$ cat config.mk
export PLATFORM = sky130hd
export DESIGN_NAME = dmac_top
export DESIGN_NICKNAME = d
export VERILOG_FILES = /design/src/dmac_pkg.sv /design/src/dmac_if.sv /design/src/dmac_core.sv /design/src/dmac_top.sv
export SDC_FILE = /design/constraint.sdc
export NUM_CORES = 2
export LEC_CHECK = 0
export ABC_AREA = 0
export BUFFER_PORTS_ARGS = -buffer_cell sky130_fd_sc_hd__clkbuf_2
export CAP_MARGIN = 0
export CORE_MARGIN = 5
export CORE_UTILIZATION = 59
export CTS_BUF_LIST = sky130_fd_sc_hd__clkbuf_4 sky130_fd_sc_hd__clkbuf_8
export DETAILED_ROUTE_END_ITERATION = 10
export GPL_TIMING_DRIVEN = 0
export PLACE_DENSITY = 0.77
export SKIP_CTS_REPAIR_TIMING = 1
export SYNTH_ARGS = -nofsm -noshare
export SYNTH_HDL_FRONTEND = slang
export SYNTH_SLANG_ARGS = --single-unit
$ cat constraint.sdc
create_clock -name clk -period 37.6 [get_ports clk]
set_input_delay 1.88 -clock clk [delete_from_list [all_inputs] [get_ports clk]]
set_output_delay 1.88 -clock clk [all_outputs]
set_load 0.005 [all_outputs]
$ cat src/dmac_pkg.sv
// Purpose: Shared constants and types for the multiply-accumulate unit
// Assumes: Single core clock, instruction decode drives the command port
// Notes: Selector encodings are local to this block
package dmac_pkg;
    localparam int DMAC_W = 16;
    localparam int DMAC_ACC_W = 40;
    localparam int DMAC_GUARD_W = 8;
    localparam int DMAC_MODE_W = 16;
    localparam int DMAC_BANK_BIT = 0;
    localparam int DMAC_INT_BIT = 4;
    localparam logic [15:0] DMAC_MODE_RESET = 16'h0000;
    localparam logic [15:0] DMAC_ROUND_MID = 16'h8000;
    localparam logic [39:0] DMAC_SAT_POS = 40'h007FFFFFFF;
    localparam logic [39:0] DMAC_SAT_NEG = 40'hFF80000000;
    localparam logic [39:0] DMAC_ROUND_ADD = 40'h0000008000;

    typedef enum logic [2:0] {
        DMAC_OP_NONE, DMAC_OP_MUL, DMAC_OP_MAC, DMAC_OP_MSUB, DMAC_OP_CLR, DMAC_OP_SAT
    } dmac_op_t;

    // X source: 0/1 operand regs, 2 result bus
    typedef enum logic [1:0] { DMAC_XS_A, DMAC_XS_B, DMAC_XS_RBUS } dmac_xsel_t;
    // Y source: 0/1 operand regs, 2 feedback, 3 same as X (square)
    typedef enum logic [1:0] { DMAC_YS_A, DMAC_YS_B, DMAC_YS_FB, DMAC_YS_SQR } dmac_ysel_t;

    // Register identifiers for moves to and from the data memory bus
    typedef enum logic [2:0] {
        DMAC_R_XA, DMAC_R_XB, DMAC_R_YA, DMAC_R_YB,
        DMAC_R_ACCL, DMAC_R_ACCM, DMAC_R_ACCG, DMAC_R_FB
    } dmac_reg_t;
endpackage

$ cat src/dmac_if.sv
// Purpose: Carrier between the control top and the arithmetic core
// Assumes: Combinational core, driven by the top
// Notes: None
`timescale 1ns/1ps
interface dmac_if;
    logic [15:0] x_op;
    logic [15:0] y_op;
    logic x_signed;
    logic y_signed;
    logic int_mode;
    logic do_round;
    logic subtract;
    logic accumulate;
    logic [39:0] acc_in;
    logic [39:0] result;
    modport ctrl (output x_op, y_op, x_signed, y_signed, int_mode, do_round,
        subtract, accumulate, acc_in, input result);
    modport core (input x_op, y_op, x_signed, y_signed, int_mode, do_round,
        subtract, accumulate, acc_in, output result);
endinterface

$ cat src/dmac_core.sv
// Purpose: Multiplier, alignment, adder/subtracter and rounding
// Assumes: Purely combinational
// Notes: Result wraps modulo the accumulator width
`timescale 1ns/1ps
module dmac_core
    import dmac_pkg::*;
(
    dmac_if.core bus
);
    logic signed [16:0] xs;
    logic signed [16:0] ys;
    logic signed [33:0] prod;
    logic [39:0] aligned;
    logic [39:0] sum;
    logic [39:0] rounded;

    always_comb begin
        // Extra bit selects signed or unsigned view of each operand
        xs = {bus.x_signed & bus.x_op[15], bus.x_op}; // [RQ20]
        ys = {bus.y_signed & bus.y_op[15], bus.y_op}; // [RQ20]
        prod = xs * ys; // [RQ1]
        if (bus.int_mode) begin
            aligned = {{6{prod[33]}}, prod[33:0]}; // [RQ19]
        end else begin
            aligned = {{5{prod[33]}}, prod[33:0], 1'b0}; // [RQ18]
        end
        if (!bus.accumulate) begin
            sum = aligned; // [RQ2]
        end else if (bus.subtract) begin
            sum = bus.acc_in - aligned; // [RQ25]
        end else begin
            sum = bus.acc_in + aligned; // [RQ25]
        end
        rounded = sum + DMAC_ROUND_ADD; // [RQ15]
        if (sum[15:0] == DMAC_ROUND_MID) begin
            rounded[16] = 1'b0; // [RQ23]
        end
        bus.result = bus.do_round ? rounded : sum;
    end
endmodule

$ cat src/dmac_top.sv
// What this block does
// [RQ1] Multiply two 16-bit operands into a 32-bit product.
// [RQ2] Adder adds, subtracts or passes the product into the accumulator.
// [RQ3] Accumulator is low word, middle word and guard byte, each addressable.
// [RQ4] Overflow flag set when top nine accumulator bits differ.
// [RQ5] X operand from either X register or the result bus.
// [RQ6] Y operand from either Y register or the feedback register.
// [RQ7] Feedback destination stores result bits 16 to 31.
// [RQ8] Accumulator sections load from data bus, read onto data or result bus.
// [RQ9] Operand registers feed multiplier and data bus in one cycle.
// [RQ10] Y registers written from data or program bus, read toward both; code reads them onto data and result bus only, no program bus output.
// [RQ11] Registers read at cycle start, written at cycle end.
// [RQ12] Two register banks; mode bit zero selects, reset picks primary.
// [RQ13] Square uses one X register for both operands, with accumulate.
// [RQ14] Issuer gives a square unsigned, signed or round format.
// [RQ15] Round treats operands signed and rounds at bit 16.
// [RQ16] Multiply, square, multiply-add, multiply-subtract and clear are offered.
// [RQ17] Mode bit four picks integer alignment; reset picks fractional.
// [RQ18] Fractional product shifts left one, zero filling the LSB.
// [RQ19] Integer product is used without shifting.
// [RQ20] Each operand signed or unsigned independently.
// [RQ21] Middle word load sign-extends into guard; low load touches nothing else.
// [RQ22] Saturate forces extreme value when overflow set, chosen by guard MSB.
// [RQ23] Midpoint rounding forces result bit 16 to zero.
// [RQ24] Instruction carries operand format, changeable on every multiply.
// [RQ25] Accumulation wraps modulo two to the fortieth without saturation.
//
// Purpose: Multiply-accumulate unit with dual register bank
// Assumes: Command inputs are single-cycle and synchronous to clk
// Notes: Mode word written over its own mode_write/mode_wdata port, not the register port
`timescale 1ns/1ps
module dmac_top
    import dmac_pkg::*;
(
    input wire logic clk,
    input wire logic reset_n,
    input wire logic op_valid,
    input wire dmac_op_t op_code,
    input wire dmac_xsel_t x_sel,
    input wire dmac_ysel_t y_sel,
    input wire logic x_signed,
    input wire logic y_signed,
    input wire logic round_option,
    input wire logic dest_feedback,
    input wire logic [15:0] result_bus_in,
    input wire logic dm_write,
    input wire dmac_reg_t dm_wr_reg,
    input wire logic [15:0] data_memory_bus_in,
    input wire logic dm_read,
    input wire dmac_reg_t dm_rd_reg,
    input wire logic pm_write,
    input wire logic pm_wr_sel,
    input wire logic [15:0] program_memory_bus_in,
    input wire logic rb_read,
    input wire dmac_reg_t rb_rd_reg,
    input wire logic mode_write,
    input wire logic [15:0] mode_wdata,
    output logic [15:0] data_memory_bus_out,
    output logic [15:0] result_bus_out,
    output logic [15:0] mode_control_word,
    output logic accum_overflow_flag,
    output logic [39:0] accumulator_result
);
    typedef struct packed {
        logic [15:0] x_operand_reg_a;
        logic [15:0] x_operand_reg_b;
        logic [15:0] y_operand_reg_a;
        logic [15:0] y_operand_reg_b;
        logic [15:0] feedback_register;
        logic [39:0] acc;
    } dmac_bank_t;

    typedef struct packed {
        dmac_bank_t bank0;
        dmac_bank_t bank1;
        logic [15:0] mode;
        logic ovf;
        logic [15:0] dm_out;
        logic [15:0] rb_out;
        logic [39:0] acc_view;
    } dmac_state_t;

    dmac_state_t st;
    dmac_state_t next_st;
    dmac_bank_t cur;
    dmac_bank_t nb;
    dmac_if mbus();

    dmac_core u_core (
        .bus(mbus.core)
    );

    function automatic logic top_nine_ovf(input logic [39:0] a);
        return !((&a[39:31]) || !(|a[39:31]));
    endfunction

    function automatic logic [15:0] read_reg(input dmac_bank_t b, input dmac_reg_t r);
        case (r)
            DMAC_R_XA: return b.x_operand_reg_a;
            DMAC_R_XB: return b.x_operand_reg_b;
            DMAC_R_YA: return b.y_operand_reg_a;
            DMAC_R_YB: return b.y_operand_reg_b;
            DMAC_R_ACCL: return b.acc[15:0];
            DMAC_R_ACCM: return b.acc[31:16];
            DMAC_R_ACCG: return {{8{b.acc[39]}}, b.acc[39:32]};
            DMAC_R_FB: return b.feedback_register;
            default: return 16'h0000;
        endcase
    endfunction

    logic alt_bank;
    logic is_arith;
    logic [15:0] x_val;
    logic [15:0] y_val;

    assign alt_bank = st.mode[DMAC_BANK_BIT]; // [RQ12]
    assign cur = alt_bank ? st.bank1 : st.bank0; // [RQ12]
    assign is_arith = op_valid && (op_code == DMAC_OP_MUL || op_code == DMAC_OP_MAC ||
        op_code == DMAC_OP_MSUB); // [RQ16]

    always_comb begin
        case (x_sel)
            DMAC_XS_A: x_val = cur.x_operand_reg_a; // [RQ5]
            DMAC_XS_B: x_val = cur.x_operand_reg_b; // [RQ5]
            DMAC_XS_RBUS: x_val = result_bus_in; // [RQ5]
            default: x_val = cur.x_operand_reg_a;
        endcase
        case (y_sel)
            DMAC_YS_A: y_val = cur.y_operand_reg_a; // [RQ6]
            DMAC_YS_B: y_val = cur.y_operand_reg_b; // [RQ6]
            DMAC_YS_FB: y_val = cur.feedback_register; // [RQ6]
            DMAC_YS_SQR: y_val = x_val; // [RQ13]
            default: y_val = cur.y_operand_reg_a;
        endcase
    end

    assign mbus.x_op = x_val;
    assign mbus.y_op = y_val;
    // Rounding forces a two's complement view of both operands
    assign mbus.x_signed = x_signed | round_option; // [RQ15]
    assign mbus.y_signed = (y_sel == DMAC_YS_SQR) ? (x_signed | round_option)
        : (y_signed | round_option); // [RQ13]
    assign mbus.int_mode = st.mode[DMAC_INT_BIT]; // [RQ17]
    assign mbus.do_round = round_option;
    assign mbus.subtract = (op_code == DMAC_OP_MSUB);
    assign mbus.accumulate = (op_code == DMAC_OP_MAC) || (op_code == DMAC_OP_MSUB);
    assign mbus.acc_in = cur.acc;

    always_comb begin
        next_st = st;
        nb = cur;
        // Moves read the old value; writes take effect at the clock edge
        next_st.dm_out = dm_read ? read_reg(cur, dm_rd_reg) : 16'h0000; // [RQ9] [RQ11]
        next_st.rb_out = rb_read ? read_reg(cur, rb_rd_reg) : 16'h0000; // [RQ8]
        if (dm_write) begin
            case (dm_wr_reg)
                DMAC_R_XA: nb.x_operand_reg_a = data_memory_bus_in;
                DMAC_R_XB: nb.x_operand_reg_b = data_memory_bus_in;
                DMAC_R_YA: nb.y_operand_reg_a = data_memory_bus_in; // [RQ10]
                DMAC_R_YB: nb.y_operand_reg_b = data_memory_bus_in; // [RQ10]
                DMAC_R_ACCL: nb.acc[15:0] = data_memory_bus_in; // [RQ21]
                DMAC_R_ACCM: nb.acc[39:16] = {{8{data_memory_bus_in[15]}},
                    data_memory_bus_in}; // [RQ21]
                DMAC_R_ACCG: nb.acc[39:32] = data_memory_bus_in[7:0]; // [RQ3] [RQ8]
                DMAC_R_FB: nb.feedback_register = data_memory_bus_in;
                default: nb = cur;
            endcase
        end
        if (pm_write) begin
            if (pm_wr_sel) begin
                nb.y_operand_reg_b = program_memory_bus_in; // [RQ10]
            end else begin
                nb.y_operand_reg_a = program_memory_bus_in; // [RQ10]
            end
        end
        if (op_valid) begin
            case (op_code)
                DMAC_OP_MUL, DMAC_OP_MAC, DMAC_OP_MSUB: begin
                    if (dest_feedback) begin
                        nb.feedback_register = mbus.result[31:16]; // [RQ7]
                    end else begin
                        nb.acc = mbus.result; // [RQ2]
                        next_st.ovf = top_nine_ovf(mbus.result); // [RQ4]
                    end
                end
                DMAC_OP_CLR: begin
                    nb.acc = 40'h0000000000; // [RQ16]
                    next_st.ovf = 1'b0;
                end
                DMAC_OP_SAT: begin
                    if (st.ovf) begin
                        nb.acc = cur.acc[39] ? DMAC_SAT_NEG : DMAC_SAT_POS; // [RQ22]
                    end
                end
                default: nb = nb;
            endcase
        end
        if (alt_bank) begin
            next_st.bank1 = nb;
        end else begin
            next_st.bank0 = nb;
        end
        if (mode_write) begin
            next_st.mode = mode_wdata;
        end
        next_st.acc_view = next_st.mode[DMAC_BANK_BIT] ? next_st.bank1.acc
            : next_st.bank0.acc; // [RQ12]
    end

    always_ff @(posedge clk or negedge reset_n) begin
        if (!reset_n) begin
            st <= '0;
            st.mode <= DMAC_MODE_RESET; // [RQ12] [RQ17]
        end else begin
            st <= next_st; // [RQ11]
        end
    end

    assign data_memory_bus_out = st.dm_out;
    assign result_bus_out = st.rb_out;
    assign mode_control_word = st.mode;
    assign accum_overflow_flag = st.ovf;
    assign accumulator_result = st.acc_view;

    property p_acc_update;
        @(posedge clk) disable iff (!reset_n)
        (is_arith && !dest_feedback) |=> (accumulator_result == $past(mbus.result)
            || $past(mode_write));
    endproperty
    a_acc_update: assert property (p_acc_update) else $error("acc not updated"); // [RQ2]

    property p_ovf;
        @(posedge clk) disable iff (!reset_n)
        (is_arith && !dest_feedback) |=> accum_overflow_flag ==
            !((&$past(mbus.result[39:31])) || !(|$past(mbus.result[39:31])));
    endproperty
    a_ovf: assert property (p_ovf) else $error("overflow flag wrong"); // [RQ4]

    property p_fb;
        @(posedge clk) disable iff (!reset_n)
        (is_arith && dest_feedback && !mode_write && !dm_write) ##1 (dm_read &&
            dm_rd_reg == DMAC_R_FB && !mode_write) |=> data_memory_bus_out ==
            $past(mbus.result[31:16], 2);
    endproperty
    a_fb: assert property (p_fb) else $error("feedback wrong"); // [RQ7]

    property p_clr;
        @(posedge clk) disable iff (!reset_n)
        (op_valid && op_code == DMAC_OP_CLR && !mode_write) |=> accumulator_result == 40'h0;
    endproperty
    a_clr: assert property (p_clr) else $error("clear failed"); // [RQ16]

    property p_midload;
        @(posedge clk) disable iff (!reset_n)
        (dm_write && dm_wr_reg == DMAC_R_ACCM && !op_valid && !mode_write) |=>
            accumulator_result[39:32] == {8{$past(data_memory_bus_in[15])}};
    endproperty
    a_midload: assert property (p_midload) else $error("guard not extended"); // [RQ21]

    property p_sat;
        @(posedge clk) disable iff (!reset_n)
        (op_valid && op_code == DMAC_OP_SAT && accum_overflow_flag && !mode_write) |=>
            (accumulator_result == DMAC_SAT_POS || accumulator_result == DMAC_SAT_NEG);
    endproperty
    a_sat: assert property (p_sat) else $error("saturate failed"); // [RQ22]

    property p_dmread;
        @(posedge clk) disable iff (!reset_n)
        (dm_read && dm_rd_reg == DMAC_R_ACCL) |=>
            data_memory_bus_out == $past(cur.acc[15:0]);
    endproperty
    a_dmread: assert property (p_dmread) else $error("read not old value"); // [RQ11]

    property p_mode;
        @(posedge clk) disable iff (!reset_n)
        mode_write |=> mode_control_word == $past(mode_wdata) ##1
            (mode_control_word == $past(mode_control_word) || $past(mode_write));
    endproperty
    a_mode: assert property (p_mode) else $error("mode word lost"); // [RQ12]

    property p_lowload;
        @(posedge clk) disable iff (!reset_n)
        (dm_write && dm_wr_reg == DMAC_R_ACCL && !op_valid && !mode_write) |=>
            accumulator_result[15:0] == $past(data_memory_bus_in) &&
            accumulator_result[39:16] == $past(accumulator_result[39:16]);
    endproperty
    a_lowload: assert property (p_lowload) else $error("low load spilled"); // [RQ21]

    property p_guardload;
        @(posedge clk) disable iff (!reset_n)
        (dm_write && dm_wr_reg == DMAC_R_ACCG && !op_valid && !mode_write) |=>
            accumulator_result[39:32] == $past(data_memory_bus_in[7:0]);
    endproperty
    a_guardload: assert property (p_guardload) else $error("guard load wrong"); // [RQ3]

    property p_rbread;
        @(posedge clk) disable iff (!reset_n)
        (rb_read && rb_rd_reg == DMAC_R_ACCG) |=>
            result_bus_out == {{8{$past(cur.acc[39])}}, $past(cur.acc[39:32])};
    endproperty
    a_rbread: assert property (p_rbread) else $error("guard read wrong"); // [RQ8]

    property p_idle;
        @(posedge clk) disable iff (!reset_n)
        !dm_read |=> data_memory_bus_out == 16'h0000;
    endproperty
    a_idle: assert property (p_idle) else $error("data bus not idle"); // [RQ8]

    property p_pmload;
        @(posedge clk) disable iff (!reset_n)
        (pm_write && !mode_write) |=> $past(program_memory_bus_in) ==
            ($past(pm_wr_sel) ? cur.y_operand_reg_b : cur.y_operand_reg_a);
    endproperty
    a_pmload: assert property (p_pmload) else $error("program bus load lost"); // [RQ10]

    property p_sqr;
        @(posedge clk) disable iff (!reset_n)
        (is_arith && y_sel == DMAC_YS_SQR) |->
            mbus.y_op == mbus.x_op && mbus.y_signed == mbus.x_signed;
    endproperty
    a_sqr: assert property (p_sqr) else $error("square operands differ"); // [RQ13]

    property p_fbkeep;
        @(posedge clk) disable iff (!reset_n)
        (is_arith && dest_feedback && !dm_write && !mode_write) |=>
            accumulator_result == $past(accumulator_result) &&
            accum_overflow_flag == $past(accum_overflow_flag);
    endproperty
    a_fbkeep: assert property (p_fbkeep) else $error("feedback touched acc"); // [RQ7]

    property p_fracz;
        @(posedge clk) disable iff (!reset_n)
        (op_valid && op_code == DMAC_OP_MUL && !dest_feedback && !mbus.int_mode &&
            !mode_write) |=> !accumulator_result[0];
    endproperty
    a_fracz: assert property (p_fracz) else $error("fraction LSB not zero"); // [RQ18]

    c_mac: cover property (@(posedge clk) disable iff (!reset_n)
        op_valid && op_code == DMAC_OP_MAC ##1 op_valid && op_code == DMAC_OP_MAC);
    c_sqr: cover property (@(posedge clk) disable iff (!reset_n)
        is_arith && y_sel == DMAC_YS_SQR);
    c_alt: cover property (@(posedge clk) disable iff (!reset_n) alt_bank && is_arith);
    c_ovf: cover property (@(posedge clk) disable iff (!reset_n) $rose(accum_overflow_flag));
endmodule

## Word level (Yosys, flattened, before mapping)

Index checks and enable logic that the tools add are counted.

- Register bits after elaboration: 329
- Input port bits: 93
- Output and inout port bits: 89
- Word-level logic and storage cells: 110

- $add $sub $neg: 3
- Multiply operators: 1
- Equality and inequality tests: 33
- Multiplexer cells: 38
- Bitwise logic cells: 4
- Reductions and logical operators: 13

Operators with widths:

| cell | count |
|---|---|
| 2-to-1 mux 40 bit | 9 |
| one-hot mux 16 bit (8 select lines) | 2 |
| 2-to-1 mux 120 bit | 2 |
| 2-to-1 mux 16 bit | 13 |
| one-hot mux 40 bit (3 select lines) | 1 |
| one-hot mux 16 bit (4 select lines) | 1 |
| 2-to-1 mux 56 bit | 1 |
| equality test 3 bit, second input constant | 14 |
| adder 40 x 16 -> 40 bit, second input constant | 1 |
| adder 40 bit | 1 |
| subtractor 40 bit | 1 |
| multiplier 17 x 17 -> 34 bit | 1 |
| 2-to-1 mux 34 bit | 1 |
| 2-to-1 mux 32 bit | 1 |
| one-hot mux 16 bit (2 select lines) | 1 |
| equality test 3 x 2 -> 1 bit, second input constant | 8 |
| equality test 16 bit, second input constant | 1 |
| one-hot mux 8 bit (2 select lines) | 1 |
| equality test 3 x 1 -> 1 bit, second input constant | 4 |
| logical NOT 3 bit | 3 |
| AND reduction 9 bit | 1 |
| OR reduction 9 bit | 1 |
| equality test 2 bit, second input constant | 3 |
| equality test 2 x 1 -> 1 bit, second input constant | 2 |
| 11 further kinds | 18 |

## Logic depth before layout (Yosys ltp)

- Depth in word-level cells: 18
- Gate-level depth with buffers: 54
- Depth with buffers taken out: 49

## Cells and area by module

A second synthesis with hierarchy kept.

- Cell total of the unflattened synthesis: 4116
- Area total of the unflattened synthesis: 36926.7 µm²

By module, submodules not included:

| module | instances | cells an instance | area each (µm²) | seq. area each (µm²) |
|---|---|---|---|---|
| dmac_top | 1 | 2132 | 20865.0 | 8232.9 |
| dmac_core | 1 | 1984 | 16061.7 | 0.0 |

## Worst setup path before layout

OpenSTA, ideal clock, no wires.

- Path type: in2reg
- Start point: input port x_sel[0]
- End point: register st (netlist bit accum_overflow_flag)
- Library setup time: 129 ps
- Arrival: 12846 ps
- Required time: 37471 ps
- Slack: 24625 ps
- Cell stages on the path: 47
- Buffers on the path: 4
- Cells stage by stage: inv_1 -> ha_1 -> clkbuf_1 -> clkbuf_1 -> nand2_1 -> o21ai_1 -> nand2_1 -> o21ai_0 -> nand2_1 -> o21ai_1 -> clkbuf_1 -> nand2_1 -> fa_1 -> inv_1 -> fa_1 -> fa_1 -> fa_1 -> fa_1 -> [... 11 more ...] -> nand4_1 -> or3_1 -> o211a_1 -> a31oi_1 -> o21ai_0 -> ha_1 -> a211oi_1 -> o21ai_0 -> or4_1 -> o2111ai_1 -> nand2_1 -> a311oi_1 -> nor3_1 -> a311oi_1 -> nand3_1 -> xor2_1 -> nor4b_1 -> a21oi_1

- Longest elaborated chain between the ends: 17
- Elaborated cells on any way between the ends: 21
- Classes of those cells: 3 x add/sub; 1 x mul; 2 x eq/ne; 8 x mux; 2 x bitwise; 5 x reduce/logical

RTL lines:

| what | line | RTL |
|---|---|---|
| start: declaration | dmac_top.sv:39 | `input wire dmac_xsel_t x_sel,` |
| equality test 2 bit / equality test 2 x 1 -> 1 bit (equally long branches) | dmac_top.sv:122 | `case (x_sel)` |
| one-hot mux 16 bit (2 select lines) (*) | dmac_top.sv:122 |  |
| one-hot mux 16 bit (4 select lines) | dmac_top.sv:128 | `case (y_sel)` |
| bitwise AND 1 bit | dmac_core.sv:20 | `ys = {bus.y_signed & bus.y_op[15], bus.y_op};` |
| multiplier 17 x 17 -> 34 bit (*) | dmac_core.sv:21 | `prod = xs * ys;` |
| 2-to-1 mux 34 bit | dmac_core.sv:22 | `if (bus.int_mode) begin` |
| adder 40 bit / subtractor 40 bit (equally long branches) | dmac_core.sv:32, dmac_core.sv:30 |  |
| 2-to-1 mux 40 bit | dmac_core.sv:29 | `end else if (bus.subtract) begin` |
| 2-to-1 mux 40 bit (*) | dmac_core.sv:27 | `if (!bus.accumulate) begin` |
| adder 40 x 16 -> 40 bit | dmac_core.sv:34 | `rounded = sum + DMAC_ROUND_ADD;` |
| 2-to-1 mux 40 bit (*) | dmac_core.sv:38 | `bus.result = bus.do_round ? rounded : sum;` |
| OR reduction 9 bit | dmac_top.sv:94 | `return !((&a[39:31]) \|\| !(\|a[39:31]));` |
| logical NOT 1 bit | dmac_top.sv:94 |  |
| logical OR 1 bit (*) | dmac_top.sv:94 |  |
| logical NOT 1 bit (*) | dmac_top.sv:94 |  |
| 2-to-1 mux 1 bit (*) | dmac_top.sv:179 | `if (dest_feedback) begin` |
| one-hot mux 1 bit (2 select lines) (*) | dmac_top.sv:177 | `case (op_code)` |
| end signal: assignment | dmac_top.sv:215 | `st <= next_st;` |
| end: declaration | dmac_top.sv:83 | `dmac_state_t st;` |

Every way passes the cells marked *; elsewhere a longest branch is shown, timed or not. The select of a mux whose other input is x is not followed.
A chain may end at the register's enable or synchronous reset.

==> metrics.txt <==
Site Rows=90; simple-gate share of the synthesized area=14.7%; first-pass iteration count of the detailed router=8; Slowest cell on crit path=buf_1; # H-tree levels=2; placed wire-length estimate=roughly 110,000 um; top cells by count, synth=466 x nor2_1, 447 x nand2_1, 375 x inv_1, 329 x dfrtp_1, 297 x fa_1; crit path buf inv count=12; Num CTS Buffers=52; first-pass GRT wire length=a little over 200,000 um; CTS tree=done; clock transition at the registers of the reported paths=0.06 ns; Critical Path RT=38.18 ns; final antenna-violating net count=0; Placed Area=~38,000 um^2; DR vias/cell=between 6 and 7; largest net degree at the start of global routing=119; Ys Warns=0; Final Hold Fails=0; IO Pins=182; WS Path Type=reg -> reg; most frequent cell after synthesis=nor2_1; R2R setup slack=19.70 ns; most frequent CP cell=fa_1; 1st-iter DRT viols=4,553; worst r2r path cells=46; worst-margin pin slew=1.53 ns; gpl congestion=1.07; core footprint=60,600 um^2; largest family of logic cells by synthesized area=adder cells; initial antenna violation count=5; Worst-Skew Late Latency=0.68 ns; max incr delay on CP=0.90 ns; top cell type's share of synthesized area=22.8%; flops & latches, synth=329; mux contribution to synthesized area=13.3%; Worst slew margin=-4.65%; launch point of the critical path=mode_control_word[0]$_DFF_PN0_; port bufs=approximately 160; Post-Syn Area=36,200 um^2; vias in the first global route=32,800; synth unique cells=between 100 and 150; post-layout util=65.0%; CP Launch Type=flop; fmax=0.0559 GHz; final setup vio count=0; share of layout cells above drive strength 1=between 10% and 20%; maximum fanout along the worst path=10; Syn Nets=approximately 4,700; Hold WC Path Type=reg -> reg; post-route setup TNS=0 ns; die height=roughly 260 um; min Tclk post-route=17.90 ns; syn avg cell area=8.60 um^2; RR Endpoint=accumulator_result[34]$_DFF_PN0_; R2R Path Start=mode_control_word[0]$_DFF_PN0_; post-synthesis cell count=4,205; outcome=finished, violations left; Die Wd=258 um; crit end category=flop; RSZ-0062 raised after global routing=false; Routed wire per std cell=26.7 um; compound-cell area share of the yosys netlist=17.8%; area leader, netlist=dfrtp_1; full die area=66,400 um^2; Post-Synth Adder-Cell Area=20.9%; CTS Buffer Depth=3; post-synthesis sequential area ratio=22.8%; Arrival @ worst endpoint=18.48 ns; Starting Density=59.7%; Post-synth top flop=dfrtp_1; # DRC=0; number of flops mapped to enable cells by yosys=0; critical path depth in cells=46; failing checks=max-capacitance violations, max-slew violations; clk_skew=0.0384 ns; XOR/XNOR share of the synthesized area=2.23%; via count=34,300; top post-synthesis cells by area=dfrtp_1 23%, fa_1 16%, mux2_2 8.8%; Tcrit/Tclk final=47.6%; gr ovfl total=0; Area growth syn-to-layout=8.77%; asr flop ratio synth=100%; Clock Root Buffer=clkbuf_8; # clock sinks=around 330; nets=between 4,000 and 5,000; fin. max-slew vios=13; worst setup path endpoint=accumulator_result[34]$_DFF_PN0_; Max-cap violations=7; top cell family by delay on the critical path=buffers and inverters; Total GRT Usage=between 40% and 50%; fin area=39,300 um^2; Routed WL=140,000 um
## worst min-delay path, stage by stage, from the launching register on
cell and delay [ns]:
dfrtp_1 0.37, nand2_1 0.06, nand2_1 0.05
## cells by family (layout without fill, tap and decap cells)
group | after synthesis | count (layout)
xor+xnor | 92 | 92
buf+inv | 711 | 975
mux | 419 | 419
flops | 329 | 329
simple gates | 1218 | 1218
compound gates | 1011 | 1011
other cells | 0 | 4
fa+ha+maj | 425 | 425
## state kept, by name (all words and copies together) (netlist names)
register	flops
data_memory_bus_out	16
accum_overflow_flag	1
result_bus_out	16
st	240
accumulator_result	40
mode_control_word	16
## how the worst min path moves through the flow
stage / from / end / cells past startpoint
floorplan: st[192]$_DFFE_PN0P_ / st[192]$_DFFE_PN0P_ / 2
global placement: st[192]$_DFFE_PN0P_ / st[192]$_DFFE_PN0P_ / 2
detailed placement: st[246]$_DFF_PN0_ / st[246]$_DFF_PN0_ / 2
CTS: st[246]$_DFF_PN0_ / st[246]$_DFF_PN0_ / 2
global route: st[313]$_DFFE_PN0N_ / st[313]$_DFFE_PN0N_ / 1
finish: st[246]$_DFF_PN0_ / st[246]$_DFF_PN0_ / 2
## metrics by stage
stage / hold slack (ns) / std cells / setup slack [ns]
4_1_cts: 0.502 / 5251 / 20.53
3_3_place_gp: 0.462 / 5151 / 20.61
2_1_floorplan: 0.444 / 4205 / 24.62
3_5_place_dp: 0.488 / 5153 / 20.57
6_report: 0.505 / 5255 / 19.70
5_1_grt: 0.517 / 5251 / 19.38
## cell usage in the layout (no fill, tap or decap), drive strengths merged, types with 49 or more instances in the layout
master / netlist / routed
xnor2: 49 / 49
mux2: 283 / 283
a21oi: 262 / 262
mux2i: 116 / 116
nand3: 49 / 49
a211oi: 54 / 54
o211ai: 51 / 51
o21a: 51 / 51
nor3: 57 / 57
fa: 297 / 297
ha: 128 / 128
o21ai: 300 / 300
nand2: 447 / 447
buf: 135 / 137
nor2: 466 / 466
dfrtp: 329 / 329
inv: 375 / 376
clkbuf: 199 / 441
## metal layers
metal,track usage [%],up-vias,wire length (um)
li1,-,14800,-
met1,55.3,16600,54100
met2,59.8,2408,58900
met3,11.7,477,18000
met4,21.4,4,9340
met5,0,-,32
## final cells by class
class                           instances  area (um^2)
Multi-Input combinational cell       3165        24900
Fill cell                            5208        21200
Sequential cell                       329         8230
Buffer                                335         1630
Inverter                              376         1410
Clock buffer                           78          986
Tap cell                              782          978
Timing Repair Buffer                  166          885
Clock inverter                         20          310
Antenna cell                            4         10.0
Power is not shown: default switching activity piles up to over one toggle a cycle in this logic, so the estimate is an artifact.
